File: src/rtc_power_control_regs_defs.vh
// Purpose: offsets, field positions and reset values of the low-power control registers
// Assumes: byte addresses on the processor bus, 32-bit data
// Notes: included by the register bank, its checker and its bench
`ifndef RTC_POWER_CONTROL_REGS_DEFS_VH
`define RTC_POWER_CONTROL_REGS_DEFS_VH

// ==========================================================
// register addresses
`define ADDR_OPTIONS 32'h3ff4_8000
`define ADDR_SLEEP_LOW 32'h3ff4_8004
`define ADDR_SLEEP_HIGH 32'h3ff4_8008
`define ADDR_SNAP_CTRL 32'h3ff4_800c
`define ADDR_TIME_LOW 32'h3ff4_8010
`define ADDR_TIME_HIGH 32'h3ff4_8014
`define ADDR_SLEEP_STATE 32'h3ff4_8018
`define ADDR_CPU_STALL 32'h3ff4_801c
`define ADDR_SLOW_THRESH 32'h3ff4_8020
`define ADDR_MIN_SLEEP 32'h3ff4_802c
`define ADDR_ANALOG_PWR 32'h3ff4_8030
`define ADDR_CPU_RESET 32'h3ff4_8034
`define ADDR_WAKE_STATE 32'h3ff4_8038
`define ADDR_IRQ_ENABLE 32'h3ff4_803c
`define ADDR_IRQ_RAW 32'h3ff4_8040
`define ADDR_IRQ_MASKED 32'h3ff4_8044
`define ADDR_IRQ_CLEAR 32'h3ff4_8048
`define ADDR_XTAL_PAD 32'h3ff4_805c
`define ADDR_SLEEP_REFUSAL 32'h3ff4_8064
`define ADDR_CPU_PERIOD 32'h3ff4_8068
`define ADDR_CLOCK_CONFIG 32'h3ff4_8070
`define ADDR_CARD_REG 32'h3ff4_8074
`define ADDR_WDT_CONFIG1 32'h3ff4_8090
`define ADDR_WDT_CONFIG2 32'h3ff4_8094
`define ADDR_WDT_CONFIG3 32'h3ff4_8098
`define ADDR_WDT_CONFIG4 32'h3ff4_809c
`define ADDR_WDT_KICK 32'h3ff4_80a0
`define ADDR_WDT_LOCK 32'h3ff4_80a4
`define ADDR_SW_STALL 32'h3ff4_80ac
`define ADDR_PAD_HOLD 32'h3ff4_80c8
`define ADDR_SUPPLY_DROP 32'h3ff4_80d4

// ==========================================================
// options_and_resets fields
`define OPT_SYS_RESET 31
`define OPT_CORE_HOLD_OUT 29
`define OPT_CORE_FORCE_RST 28
`define OPT_CRYSTAL_ON 23
`define OPT_CRYSTAL_OFF 22
`define OPT_FIRST_CPU_RST 5
`define OPT_SECOND_CPU_RST 4
`define OPT_RW_MASK 32'h3fff_ffcf

// ==========================================================
// other fields
`define ALARM_EN_BIT 16
`define SNAP_REQ_BIT 31
`define SNAP_VALID_BIT 30
`define ST_SLEEP_EN 31
`define ST_SLEEP_REFUSE 30
`define ST_SLEEP_WAKE 29
`define ST_CARD_ACTIVE 28
`define ST_COPROC_TMR 24
`define ST_TOUCH_TMR 23
`define ST_RW_MASK 32'he180_0000
`define THR_OSC_LSB 24
`define THR_START_LSB 15
`define THR_RESET 32'h0108_0000
`define THR_RW_MASK 32'hffff_8000
`define MIN_SLEEP_RESET 32'h0000_0080
`define ANALOG_RW_MASK 32'h0fe0_0000
`define RST_FIRST_SEL 13
`define RST_SECOND_SEL 12
`define WAKE_FILTER 22
`define WAKE_MASK_LSB 11
`define WAKE_RW_MASK 32'h007f_f800
`define IRQ_COUNT 9
`define IRQ_MAIN_TIMER 0
`define IRQ_TIME_VALID 4
`define MAP_ONLY_COUNT 12

`endif

File: src/irq_status_bit.v
// Purpose: one sticky raw interrupt status bit
// Assumes: set and clear are one-cycle pulses
// Notes: a set in the clear cycle is kept
`timescale 1ns/1ps
module irq_status_bit (
	input wire clock, // system clock
	input wire rstn, // synchronous reset, active low
	input wire set, // source event
	input wire clear, // software clear
	output reg status // sticky raw status
);
	// ==========================================================
	// sticky bit
	always @(posedge clock) begin
		if (!rstn) begin
			status <= 1'b0;
		end else begin
			status <= set | (status & ~clear);
		end
	end
endmodule

File: src/rtc_power_control_regs.v
// Purpose: register bank of the always-on low-power control unit
// Assumes: processor bus with one-cycle select, answer one cycle later
// Notes: map-only registers are plain storage
// What this block does
// - writing 1 to the snapshot request copies the running timer into readable registers
// - snapshot-valid flag reads set once the readable timer holds the latest capture
// - captured timer is 48 bits: low 32 in one register, high 16 in another
// - writable 48-bit sleep target, low 32 bits then upper 16 bits
// - upper sleep target register also holds the read/write alarm enable
// - nine read/write interrupt enables, all zero after reset
// - nine raw status bits show events whatever the enables say
// - masked status per source is raw status gated by its enable
// - writing 1 to a clear bit clears that source's pending status
// - write-only bits reset whole system, first CPU only, or second CPU only
// - control bit keeps the digital core out of reset in deep sleep
// - control bit forces the digital core into reset in deep sleep
// - sleep enable, refuse and wake controls plus read-only card-link-active
// - separate enables for the coprocessor and touch periodic timers
// - read/write enable that stalls the CPUs
// - minimum slow cycles before the internal fast oscillator may power down
// - slow cycles waited before coprocessor or touch controller start
// - programmable minimum sleep length in slow cycles
// - analog power bit at 1 powers the sub-block up, else down
// - paired force-on and force-off bits for crystal, bias, PLL and its paths
// - per-CPU vector select bits and read-only reset reasons in one register
// - wake filter enable, wake source mask and read-only wake cause
// - watchdog config guarded by a lock register; a write-only kick register
`timescale 1ns/1ps
`include "rtc_power_control_regs_defs.vh"
module rtc_power_control_regs #(
	parameter [31:0] WDT_UNLOCK_KEY = 32'h1234_5678 // arbitrary value
) (
	input wire clock, // system clock, 50 MHz
	input wire rstn, // synchronous reset, active low
	input wire bus_sel, // access strobe, one cycle
	input wire bus_write, // 1 write, 0 read
	input wire [31:0] bus_addr, // byte address
	input wire [31:0] bus_wdata, // write data
	output reg [31:0] bus_rdata, // read data
	output reg bus_ack, // answer pulse
	input wire slow_tick, // one pulse per slow clock cycle
	input wire [8:0] irq_events, // source event pulses
	input wire card_link_active, // card interface active
	input wire deep_sleep, // chip in deep sleep
	input wire osc_on, // fast oscillator running
	input wire coproc_start_req, // coprocessor or touch wants to start
	input wire in_sleep, // sleep in progress
	input wire [5:0] first_cpu_reset_reason, // reset cause of first CPU
	input wire [5:0] second_cpu_reset_reason, // reset cause of second CPU
	input wire [10:0] wake_cause, // wake cause
	output wire irq, // interrupt, level
	output reg soft_system_reset, // pulse
	output reg first_cpu_soft_reset, // pulse
	output reg second_cpu_soft_reset, // pulse
	output wire core_reset_hold, // core held in reset
	output wire [31:0] options_ctrl, // force and bias controls
	output wire crystal_force_on, // crystal force power up
	output wire crystal_force_off, // crystal force power down
	output wire [31:0] analog_power, // analog power-up bits
	output wire sleep_enable, // sleep enable
	output wire sleep_refuse, // sleep refuse
	output wire sleep_wake, // sleep wake
	output wire coproc_timer_enable, // coprocessor timer enable
	output wire touch_timer_enable, // touch timer enable
	output wire cpu_stall, // stall the CPUs
	output wire osc_off_allowed, // fast oscillator may power down
	output wire coproc_go, // coprocessor or touch may start
	output wire sleep_long_enough, // minimum sleep reached
	output wire first_cpu_vector_select, // first CPU vector select
	output wire second_cpu_vector_select, // second CPU vector select
	output wire wake_filter, // filter GPIO wake events
	output wire [10:0] wake_source_mask, // wake source enables
	output reg watchdog_kick // pulse
);
	reg [47:0] rtc_count;
	reg [47:0] snap_value;
	reg snap_valid;
	reg [31:0] options;
	reg [31:0] sleep_low;
	reg [16:0] sleep_high;
	reg [31:0] sleep_state;
	reg stall_en;
	reg [31:0] thresholds;
	reg [31:0] min_sleep;
	reg [31:0] analog;
	reg [1:0] vector_sel;
	reg [31:0] wake_ctrl;
	reg [8:0] irq_enable;
	reg [31:0] wdt_lock;
	reg [31:0] map_store [0:`MAP_ONLY_COUNT-1];
	reg [31:0] next_rdata;
	reg [3:0] map_index;
	reg map_hit;
	wire [8:0] irq_raw;
	wire [8:0] irq_masked;
	wire [8:0] irq_set;
	wire wr;
	wire snap_req;
	wire alarm_hit;
	wire wdt_unlocked;
	wire [8:0] irq_clear;
	wire [7:0] osc_off_min_cycles;
	wire [8:0] coproc_start_delay;
	wire [15:0] min_sleep_length;
	wire [15:0] sleep_target_upper;
	integer i;

	assign wr = bus_sel & bus_write;
	assign snap_req = wr && bus_addr == `ADDR_SNAP_CTRL && bus_wdata[`SNAP_REQ_BIT];
	assign wdt_unlocked = (wdt_lock == WDT_UNLOCK_KEY);

	// ==========================================================
	// field views
	// one clear strobe per source, only while the clear register is written
	assign irq_clear = (wr && bus_addr == `ADDR_IRQ_CLEAR) ? bus_wdata[8:0] : 9'h000;
	assign osc_off_min_cycles = thresholds[31:`THR_OSC_LSB];
	assign coproc_start_delay = thresholds[`THR_OSC_LSB-1:`THR_START_LSB];
	assign min_sleep_length = min_sleep[15:0];
	assign sleep_target_upper = sleep_high[15:0];

	// ==========================================================
	// map-only register index
	always @* begin
		map_hit = 1'b1;
		map_index = 4'h0;
		case (bus_addr)
			`ADDR_XTAL_PAD: map_index = 4'h0;
			`ADDR_SLEEP_REFUSAL: map_index = 4'h1;
			`ADDR_CPU_PERIOD: map_index = 4'h2;
			`ADDR_CLOCK_CONFIG: map_index = 4'h3;
			`ADDR_CARD_REG: map_index = 4'h4;
			`ADDR_WDT_CONFIG1: map_index = 4'h5;
			`ADDR_WDT_CONFIG2: map_index = 4'h6;
			`ADDR_WDT_CONFIG3: map_index = 4'h7;
			`ADDR_WDT_CONFIG4: map_index = 4'h8;
			`ADDR_SW_STALL: map_index = 4'h9;
			`ADDR_PAD_HOLD: map_index = 4'ha;
			`ADDR_SUPPLY_DROP: map_index = 4'hb;
			default: map_hit = 1'b0;
		endcase
	end

	// ==========================================================
	// running timer and snapshot
	// alarm fires on the tick that moves the timer onto the target
	assign alarm_hit = sleep_high[`ALARM_EN_BIT] & slow_tick
		& ((rtc_count + 48'h0000_0000_0001) == {sleep_target_upper, sleep_low});

	always @(posedge clock) begin
		if (!rstn) begin
			rtc_count <= 48'h0000_0000_0000;
			snap_value <= 48'h0000_0000_0000;
			snap_valid <= 1'b0;
		end else begin
			if (slow_tick)
				rtc_count <= rtc_count + 48'h0000_0000_0001;
			if (snap_req) begin
				snap_value <= rtc_count;
				snap_valid <= 1'b1;
			end
		end
	end

	// ==========================================================
	// interrupt status
	assign irq_set = irq_events
		| ({8'h00, alarm_hit} << `IRQ_MAIN_TIMER)
		| ({8'h00, snap_req} << `IRQ_TIME_VALID);

	genvar g;
	generate
		for (g = 0; g < `IRQ_COUNT; g = g + 1) begin : irq_bits
			irq_status_bit u_bit (
				.clock(clock),
				.rstn(rstn),
				.set(irq_set[g]),
				.clear(irq_clear[g]),
				.status(irq_raw[g])
			);
		end
	endgenerate

	assign irq_masked = irq_raw & irq_enable;
	assign irq = |irq_masked;

	// ==========================================================
	// software writes
	always @(posedge clock) begin
		if (!rstn) begin
			options <= 32'h0000_0000;
			sleep_low <= 32'h0000_0000;
			sleep_high <= 17'h0_0000;
			sleep_state <= 32'h0000_0000;
			stall_en <= 1'b0;
			thresholds <= `THR_RESET;
			min_sleep <= `MIN_SLEEP_RESET;
			analog <= 32'h0000_0000;
			vector_sel <= 2'b00;
			wake_ctrl <= 32'h0000_0000;
			irq_enable <= 9'h000;
			wdt_lock <= 32'h0000_0000;
			soft_system_reset <= 1'b0;
			first_cpu_soft_reset <= 1'b0;
			second_cpu_soft_reset <= 1'b0;
			watchdog_kick <= 1'b0;
			for (i = 0; i < `MAP_ONLY_COUNT; i = i + 1)
				map_store[i] <= 32'h0000_0000;
		end else begin
			soft_system_reset <= wr && bus_addr == `ADDR_OPTIONS
				&& bus_wdata[`OPT_SYS_RESET];
			first_cpu_soft_reset <= wr && bus_addr == `ADDR_OPTIONS
				&& bus_wdata[`OPT_FIRST_CPU_RST];
			second_cpu_soft_reset <= wr && bus_addr == `ADDR_OPTIONS
				&& bus_wdata[`OPT_SECOND_CPU_RST];
			watchdog_kick <= wr && bus_addr == `ADDR_WDT_KICK;
			if (wr) begin
				case (bus_addr)
					`ADDR_OPTIONS: options <= bus_wdata & `OPT_RW_MASK;
					`ADDR_SLEEP_LOW: sleep_low <= bus_wdata;
					`ADDR_SLEEP_HIGH: sleep_high <= bus_wdata[16:0];
					`ADDR_SLEEP_STATE: sleep_state <= bus_wdata & `ST_RW_MASK;
					`ADDR_CPU_STALL: stall_en <= bus_wdata[0];
					// bits below the start delay are reserved and read 0
					`ADDR_SLOW_THRESH: thresholds <= bus_wdata & `THR_RW_MASK;
					`ADDR_MIN_SLEEP: min_sleep <= {16'h0000, bus_wdata[15:0]};
					`ADDR_ANALOG_PWR: analog <= bus_wdata & `ANALOG_RW_MASK;
					`ADDR_CPU_RESET: begin
						vector_sel <= {bus_wdata[`RST_FIRST_SEL],
							bus_wdata[`RST_SECOND_SEL]};
					end
					`ADDR_WAKE_STATE: wake_ctrl <= bus_wdata & `WAKE_RW_MASK;
					`ADDR_IRQ_ENABLE: irq_enable <= bus_wdata[8:0];
					`ADDR_WDT_LOCK: wdt_lock <= bus_wdata;
					default: begin
						// watchdog config only moves while the lock holds the key
						if (map_hit && (!(map_index >= 4'h5 && map_index <= 4'h8)
								|| wdt_unlocked))
							map_store[map_index] <= bus_wdata;
					end
				endcase
			end
		end
	end

	// ==========================================================
	// reads, answered one cycle after the strobe
	always @* begin
		next_rdata = 32'h0000_0000;
		case (bus_addr)
			`ADDR_OPTIONS: next_rdata = options;
			`ADDR_SLEEP_LOW: next_rdata = sleep_low;
			`ADDR_SLEEP_HIGH: next_rdata = {15'h0000, sleep_high};
			`ADDR_SNAP_CTRL: next_rdata = {1'b0, snap_valid, 30'h0000_0000};
			`ADDR_TIME_LOW: next_rdata = snap_value[31:0];
			`ADDR_TIME_HIGH: next_rdata = {16'h0000, snap_value[47:32]};
			// live inputs are merged in at read time, never stored
			`ADDR_SLEEP_STATE: begin
				next_rdata = sleep_state;
				next_rdata[`ST_CARD_ACTIVE] = card_link_active;
			end
			`ADDR_CPU_STALL: next_rdata = {31'h0000_0000, stall_en};
			`ADDR_SLOW_THRESH: next_rdata = thresholds;
			`ADDR_MIN_SLEEP: next_rdata = min_sleep;
			`ADDR_ANALOG_PWR: next_rdata = analog;
			`ADDR_CPU_RESET: begin
				next_rdata = {18'h0_0000, vector_sel, second_cpu_reset_reason,
					first_cpu_reset_reason};
			end
			`ADDR_WAKE_STATE: next_rdata = wake_ctrl | {21'h00_0000, wake_cause};
			`ADDR_IRQ_ENABLE: next_rdata = {23'h00_0000, irq_enable};
			`ADDR_IRQ_RAW: next_rdata = {23'h00_0000, irq_raw};
			`ADDR_IRQ_MASKED: next_rdata = {23'h00_0000, irq_masked};
			`ADDR_WDT_LOCK: next_rdata = wdt_lock;
			default: begin
				if (map_hit)
					next_rdata = map_store[map_index];
			end
		endcase
	end

	always @(posedge clock) begin
		if (!rstn) begin
			bus_rdata <= 32'h0000_0000;
			bus_ack <= 1'b0;
		end else begin
			bus_ack <= bus_sel;
			if (bus_sel && !bus_write)
				bus_rdata <= next_rdata;
		end
	end

	// ==========================================================
	// slow-clock waits
	// each wait restarts from zero when its arm input drops
	slow_cycle_wait #(.WIDTH(8)) u_osc_wait (
		.clock(clock),
		.rstn(rstn),
		.arm(osc_on),
		.tick(slow_tick),
		.limit(osc_off_min_cycles),
		.done(osc_off_allowed)
	);

	slow_cycle_wait #(.WIDTH(9)) u_start_wait (
		.clock(clock),
		.rstn(rstn),
		.arm(coproc_start_req),
		.tick(slow_tick),
		.limit(coproc_start_delay),
		.done(coproc_go)
	);

	slow_cycle_wait #(.WIDTH(16)) u_sleep_wait (
		.clock(clock),
		.rstn(rstn),
		.arm(in_sleep),
		.tick(slow_tick),
		.limit(min_sleep_length),
		.done(sleep_long_enough)
	);

	// ==========================================================
	// control outputs
	// force-reset beats hold-out when both are set
	assign core_reset_hold = deep_sleep & (options[`OPT_CORE_FORCE_RST]
		| ~options[`OPT_CORE_HOLD_OUT]);
	assign options_ctrl = options;
	assign crystal_force_on = options[`OPT_CRYSTAL_ON];
	assign crystal_force_off = options[`OPT_CRYSTAL_OFF];
	assign analog_power = analog;
	assign sleep_enable = sleep_state[`ST_SLEEP_EN];
	assign sleep_refuse = sleep_state[`ST_SLEEP_REFUSE];
	assign sleep_wake = sleep_state[`ST_SLEEP_WAKE];
	assign coproc_timer_enable = sleep_state[`ST_COPROC_TMR];
	assign touch_timer_enable = sleep_state[`ST_TOUCH_TMR];
	assign cpu_stall = stall_en;
	assign first_cpu_vector_select = vector_sel[1];
	assign second_cpu_vector_select = vector_sel[0];
	assign wake_filter = wake_ctrl[`WAKE_FILTER];
	assign wake_source_mask = wake_ctrl[21:11];
endmodule

File: src/slow_cycle_wait.v
// Purpose: counts slow clock ticks while armed, flags when a threshold is reached
// Assumes: tick is a one-cycle pulse per slow clock cycle
// Notes: disarming restarts the count
`timescale 1ns/1ps
module slow_cycle_wait #(
	parameter WIDTH = 16
) (
	input wire clock, // system clock
	input wire rstn, // synchronous reset, active low
	input wire arm, // level, count while high
	input wire tick, // slow clock tick
	input wire [WIDTH-1:0] limit, // cycles to wait
	output reg done // threshold reached
);
	reg [WIDTH-1:0] count;

	// ==========================================================
	// counter
	always @(posedge clock) begin
		if (!rstn || !arm) begin
			count <= {WIDTH{1'b0}};
			done <= 1'b0;
		end else begin
			// saturate so a long wait never wraps back below the limit
			if (tick && count != {WIDTH{1'b1}})
				count <= count + 1'b1;
			done <= (count >= limit);
		end
	end
endmodule

File: config.mk
export PLATFORM = sky130hd
export DESIGN_NAME = rtc_power_control_regs
export DESIGN_NICKNAME = d
export VERILOG_FILES = /design/src/irq_status_bit.v /design/src/rtc_power_control_regs.v /design/src/slow_cycle_wait.v
export VERILOG_INCLUDE_DIRS = /design/src
export SDC_FILE = /design/constraint.sdc
export NUM_CORES = 2
export LEC_CHECK = 0
export ABC_AREA = 1
export CAP_MARGIN = 10
export CORE_UTILIZATION = 55
export CTS_BUF_LIST = sky130_fd_sc_hd__clkbuf_4
export DETAILED_ROUTE_END_ITERATION = 8
export DONT_BUFFER_PORTS = 1
export GPL_ROUTABILITY_DRIVEN = 0
export PLACE_DENSITY = 0.71
export SETUP_SLACK_MARGIN = 0.4
export SLEW_MARGIN = 15
export SYNTH_ARGS = -nofsm -noshare
export SYNTH_HDL_FRONTEND = slang
export SYNTH_HIERARCHICAL = 1
export SYNTH_SLANG_ARGS = --single-unit
File: constraint.sdc
create_clock -name clock -period 8.1 [get_ports clock]
set_input_delay 1.62 -clock clock [delete_from_list [all_inputs] [get_ports clock]]
set_output_delay 1.62 -clock clock [all_outputs]
set_load 0.02 [all_outputs]
Yosys cells after proc, flatten, opt, wreduce, memory -nomap -nowiden
Memories as Yosys holds them, arrays and structs flattened.
Index checks and enable logic that the tools add are counted.
W data, S select, Z words.
{ "totals": {"ff_bits": 357, "mem_bits_rw": 384, "out_inout_bits": 128, "word_cells": 173, "memories": 1} }
{ "op_classes": {"n_addsub": 4, "n_lt_le_gt_ge": 5, "eq_ne": 36, "muxes": 14, "n_bitwise": 37, "reduce_logical": 40} }
{ "mem_list": {"columns": ["name", "depth", "word_bits", "read_ports", "rd_clocked_by_memory_dff", "wr", "line", "rtl"], "rows": [
  ["map_store", 12, 32, 1, 0, 12, "rtc_power_control_regs.v:90", "reg [31:0] map_store [0:`MAP_ONLY_COUNT-1];"]
]} }
{ "op_table": {"columns": ["op", "count"], "rows": [
  ["$eq A32 B30 Y1 const B", 31],
  ["$pmux W32 S17", 1],
  ["$mux W32", 2],
  ["$add A48 B1 Y48 const B", 1],
  ["$eq A48 B48 Y1", 1],
  ["$pmux W4 S11", 1],
  ["$eq A32 B29 Y1 const B", 1],
  ["$reduce_or A32 Y1", 1],
  ["$reduce_and A2 Y1", 12],
  ["$reduce_or A12 Y1", 2],
  ["$or A23 B11 Y23", 1],
  ["$add A16 B1 Y16 const B", 1],
  ["$ge A16 B16 Y1", 1],
  ["$ne A16 B16 Y1 const B", 1],
  ["$logic_and A1 B1 Y1", 14],
  ["$and A1 B1 Y1", 13],
  ["$not A1 Y1", 10],
  ["$or A1 B1 Y1", 10],
  ["$add A9 B1 Y9 const B", 1],
  ["$and A9 B9 Y9", 1],
  ["$ge A9 B9 Y1", 1],
  ["$mux W9", 1],
  ["$ne A9 B9 Y1 const B", 1],
  ["$or A9 B1 Y9", 1],
  ["other kinds (11)", 26]
]} }

Logic depth before layout (Yosys ltp)
{ "logic_depth": {"depth_word": 14, "ltp_mapped": 19, "ltp_nobuf": 19} }

By module
Netlist, hierarchy kept.
{ "modules_own_cells": {"columns": ["mod", "instances", "cells_each", "area_each_um2"], "rows": [
  ["rtc_power_control_regs", 1, 4374, 34644.5],
  ["slow_cycle_wait at u_sleep_wait", 1, 208, 1340.0],
  ["slow_cycle_wait at u_start_wait", 1, 103, 708.2],
  ["slow_cycle_wait at u_osc_wait", 1, 97, 670.6],
  ["irq_status_bit", 9, 6, 43.8]
]} }

Worst setup path before layout
No wires, ideal clock.
{ "synth_path": {"path_kind": "input to register", "start": "input bus_addr[1]", "end": "memory map_store[11][0] (enable)", "setup_ns": 0.389, "arrival_ns": 4.045, "t_required_ns": 7.711, "path_slack_ns": 3.665, "stages": 12, "cell_sequence": "nor2_1 > nand3_2 > nor2_1 > nand3_1 > nand3_1 > nor2_2 > o211ai_1 > nand2_1 > nor2_2 > nand2_1 > buf_2 > nand2_1"} }
{ "synth_rtl": {"columns": ["element", "line", "rtl"], "rows": [
  ["start, declared", "rtc_power_control_regs.v:37", "input wire [31:0] bus_addr,"],
  ["end, declared", "rtc_power_control_regs.v:90", null]
]} }

==> results.yml <==
sta:
  slew_viol_final: 0
  hold_violations: 0
  fin_crit_sh_pct: 62.2
  setup-tns-final_ns: 0
  setup_viol: 0
  rsz0062_at_grt: "false"
  relSlewSlack_pct: 18.0
  min_period_ns: 5.04
  worst_slew_pin_slew_ns: 1.23
  skew_ns: 0.0741
  fmaxAchievable_ghz: 0.198
worst_setup_path:
  worstPathRequired_ns: 8.76
  worstSetupPathType: "input pin to register"
  rr_worst_depth: 9
  cp-start-kind: "input pin"
  cp-end-kind: "register"
  cp_max_fo: 53
  arrival_ns: 5.70
clocking:
  post_cts_buffers: 0
  cts_made_buffers: 190
  clkSinkCount: 741
  clkTransAtPathRegs_ns: 0.06
  ctsResizeCount: 0
  clockBufferDepth: 3
  h-tree-depth: 4
  cts_root_buf: "clkbuf_4"
  postCtsHoldBufs: 0
  clkLatencyLatePin_ns: 1.09
  cts_tree: "yes"
run:
  cap_violations: 0
min_path:
  worstHoldPathType: "register to register"
  holdPathStages: 2
drt:
  drt-pass1-iter-count: 7
  drt-total-wl_mm: 126
  drtAntennaViolNets: 0
  avgRoutedWirePerCell_um: 21.6
  drt_iter0_drc: 4436
  drc: 0
  viasPerCell: 5.81
  vias: 33700
power_and_ir_drop:
  p_sw_mw: 1.98
  p_comb_share_pct: 5.0
  power_frac_seq_pct: 52.5
  switching_share_pct: 25.0
  pwr_density_cell_nw_per_um2: 195
  peakVddDrop_v: 0.000136
  intPower_mw: 5.92
  power_frac_clock_pct: 42.5
  leakagePower_nw: 16.6
grt:
  grt_pass1_wl_mm: 186
  gr-usage-all-layers_pct: 35.5
  antenna_found_initial: 5
  grt_util_met3_pct: 11.8
  met1_usage_pct: 47.4
  use_met2_pct: 52.3
  grt.overflow.total: 0
  grt_pass1_vias: 30700
  grt_busiest_layer: "met2"
  grt_max_degree: 293
place:
  place_hpwl_mm: 84.9
  io_buffers: 0
logic_synthesis:
  synthCells: 4836
  synth.distinct_cells: 52
  async_flop_share_pct: 0
  netlist_area_um2: 37800
  ys_seq_elements: 741
  synth-seq-area-share_pct: 49.5
  syn_avg_cell_area_um2: 7.81
  synth-edff-count: 384
  ys.flop_type: "edfxtp_1"
  yosys_warnings: 6
floorplan:
  row_count: 95
  io_pins: 234
  die-area_um2: 69700
  start_util_pct: 55.9
  die_w_um: 264
  die_h_um: 264
  core-area_um2: 67500
run_status:
  outcome: "finished, final reports clean"
layout:
  area_growth_pct: 7.24
  drive_above_1_share_pct: 8.58
  fillers: 6124
  nNetsFinal: 4929
  utilization_pct: 60.0
## worst max-delay path: stages
cell      delay (ns)
inv_1           0.06
nand2_1         0.05
nor2_1          0.08
nand2_1         0.08
nor2_1          0.64
nand3_1         0.43
nand3_4         0.72
nor2_2          0.14
o211ai_1        0.24
nand2_1         0.18
nor2_4          0.19
nand2_2         0.42
nand2_2         0.78
## per-layer routing
metal,wire length (um),up-vias
met5,28,-
li1,-,15700
met1,48600,15400
met4,5350,4
met2,53500,2275
met3,18100,343
## cells in the mapped netlist, types with 2 or more instances
cell type | count | area share [%]
a21oi_1 | 381 | 5.1
a21oi_2 | 10 | 0.23
a22oi_1 | 2 | 0.040
a31oi_1 | 8 | 0.13
a32o_1 | 6 | 0.16
buf_1 | 17 | 0.17
buf_2 | 63 | 0.84
buf_4 | 31 | 0.62
clkbuf_1 | 198 | 2.0
clkinv_1 | 5 | 0.050
clkinv_2 | 2 | 0.027
dfxtp_1 | 357 | 19
edfxtp_1 | 384 | 31
ha_1 | 38 | 1.3
inv_1 | 591 | 5.9
inv_2 | 9 | 0.089
nand2_1 | 829 | 8.2
nand2_2 | 9 | 0.15
nand3_1 | 212 | 2.8
nand3_2 | 5 | 0.13
nand3b_1 | 219 | 4.4
nand4_1 | 44 | 0.73
nor2_1 | 853 | 8.5
nor2_2 | 9 | 0.15
nor2_4 | 4 | 0.12
nor3_1 | 65 | 0.86
nor4_1 | 11 | 0.18
o2111ai_1 | 2 | 0.046
o211ai_1 | 8 | 0.16
o21a_1 | 37 | 0.74
o21ai_0 | 296 | 3.9
o21ai_1 | 4 | 0.053
o221ai_1 | 5 | 0.12
o22ai_1 | 56 | 0.93
xnor2_1 | 4 | 0.093
xnor3_1 | 8 | 0.48
xor2_1 | 39 | 0.90
## cell families after synthesis
kind of cell,share of synthesized area (%)
adder cells (fa/ha/maj),1.26
buffers and inverters,9.66
other,0.00993
flip-flops,49.5
AO/OA/AOI/OAI,11.7
XOR/XNOR,1.47
AND/OR/NAND/NOR,26.4
## cells in the final DEF (no fill, tap or decap), types with 6 or more instances in the layout
cell,count
nor4_1,11
nor2_1,847
xor2_1,39
a32o_1,6
dfxtp_1,357
nand3b_1,219
nand2_1,817
edfxtp_1,384
conb_1,29
nand4_1,44
inv_1,591
a21oi_2,10
a31oi_1,8
o211ai_1,8
inv_2,12
nor3_1,64
nand3_1,209
buf_4,39
nand2_2,21
o22ai_1,56
a21oi_1,381
clkinv_1,36
o21ai_0,296
clkbuf_4,289
nor2_4,9
o21a_1,37
nor2_2,10
ha_1,38
xnor3_1,8
## state kept, by name, summed over array words and instances, names as in the netlist, 16 cells and up
name                flops
sleep_high             17
wdt_lock               32
options_ctrl           28
sleep_low              32
map_store             384
rtc_count              48
thresholds             17
u_sleep_wait/count     16
snap_value             48
min_sleep              16
bus_rdata              32
## stage by stage
step | instances | power [mW] | cell area, um^2 | setup slack (ns) | hold slack (ns)
after floorplan | 4864 | 4.49 | 37900 | 3.67 | 0.424
after global placement | 5466 | 4.60 | 38000 | 2.19 | 0.432
after detailed placement | 5466 | 4.61 | 38000 | 2.07 | 0.442
after CTS | 5803 | 7.90 | 40500 | 3.18 | 0.451
after global routing | 5805 | 8.15 | 40500 | 2.67 | 0.471
final | 5806 | 7.90 | 40500 | 3.06 | 0.454
## path summary, 6_finish.rpt
check                         startpoint                       endpoint  slack (ns)
max                         bus_addr[17]  map_store[2][1]$_SDFFCE_PN0P_        3.06
min          snap_value[40]$_SDFFE_PN0P_    snap_value[40]$_SDFFE_PN0P_        0.45
max reg2reg    wdt_lock[13]$_SDFFE_PN0P_  map_store[2][1]$_SDFFCE_PN0P_        3.39
min reg2reg  snap_value[40]$_SDFFE_PN0P_    snap_value[40]$_SDFFE_PN0P_        0.45
## cell type report
class	instances	area, um^2	area share, %
antenna	3	7.51	0.0185
clock buffer	289	2170	5.36
clock inverter	48	319	0.788
inverter	607	2280	5.63
multi-input combinational	3206	15700	38.7
sequential	741	18700	46.1
tap	873	1090	2.70
timing repair buffer	39	293	0.723
## power groups by stage
stage	Combinational [mW]	Sequential [mW]	Clock, mW
after floorplan	0.305	4.19	0
after global placement	0.379	4.22	0
after global routing	0.427	4.15	3.57
after detailed placement	0.384	4.22	0
after CTS	0.386	4.14	3.37
final	0.392	4.15	3.36
No activity file was read; power rests on OpenSTA's default activity.
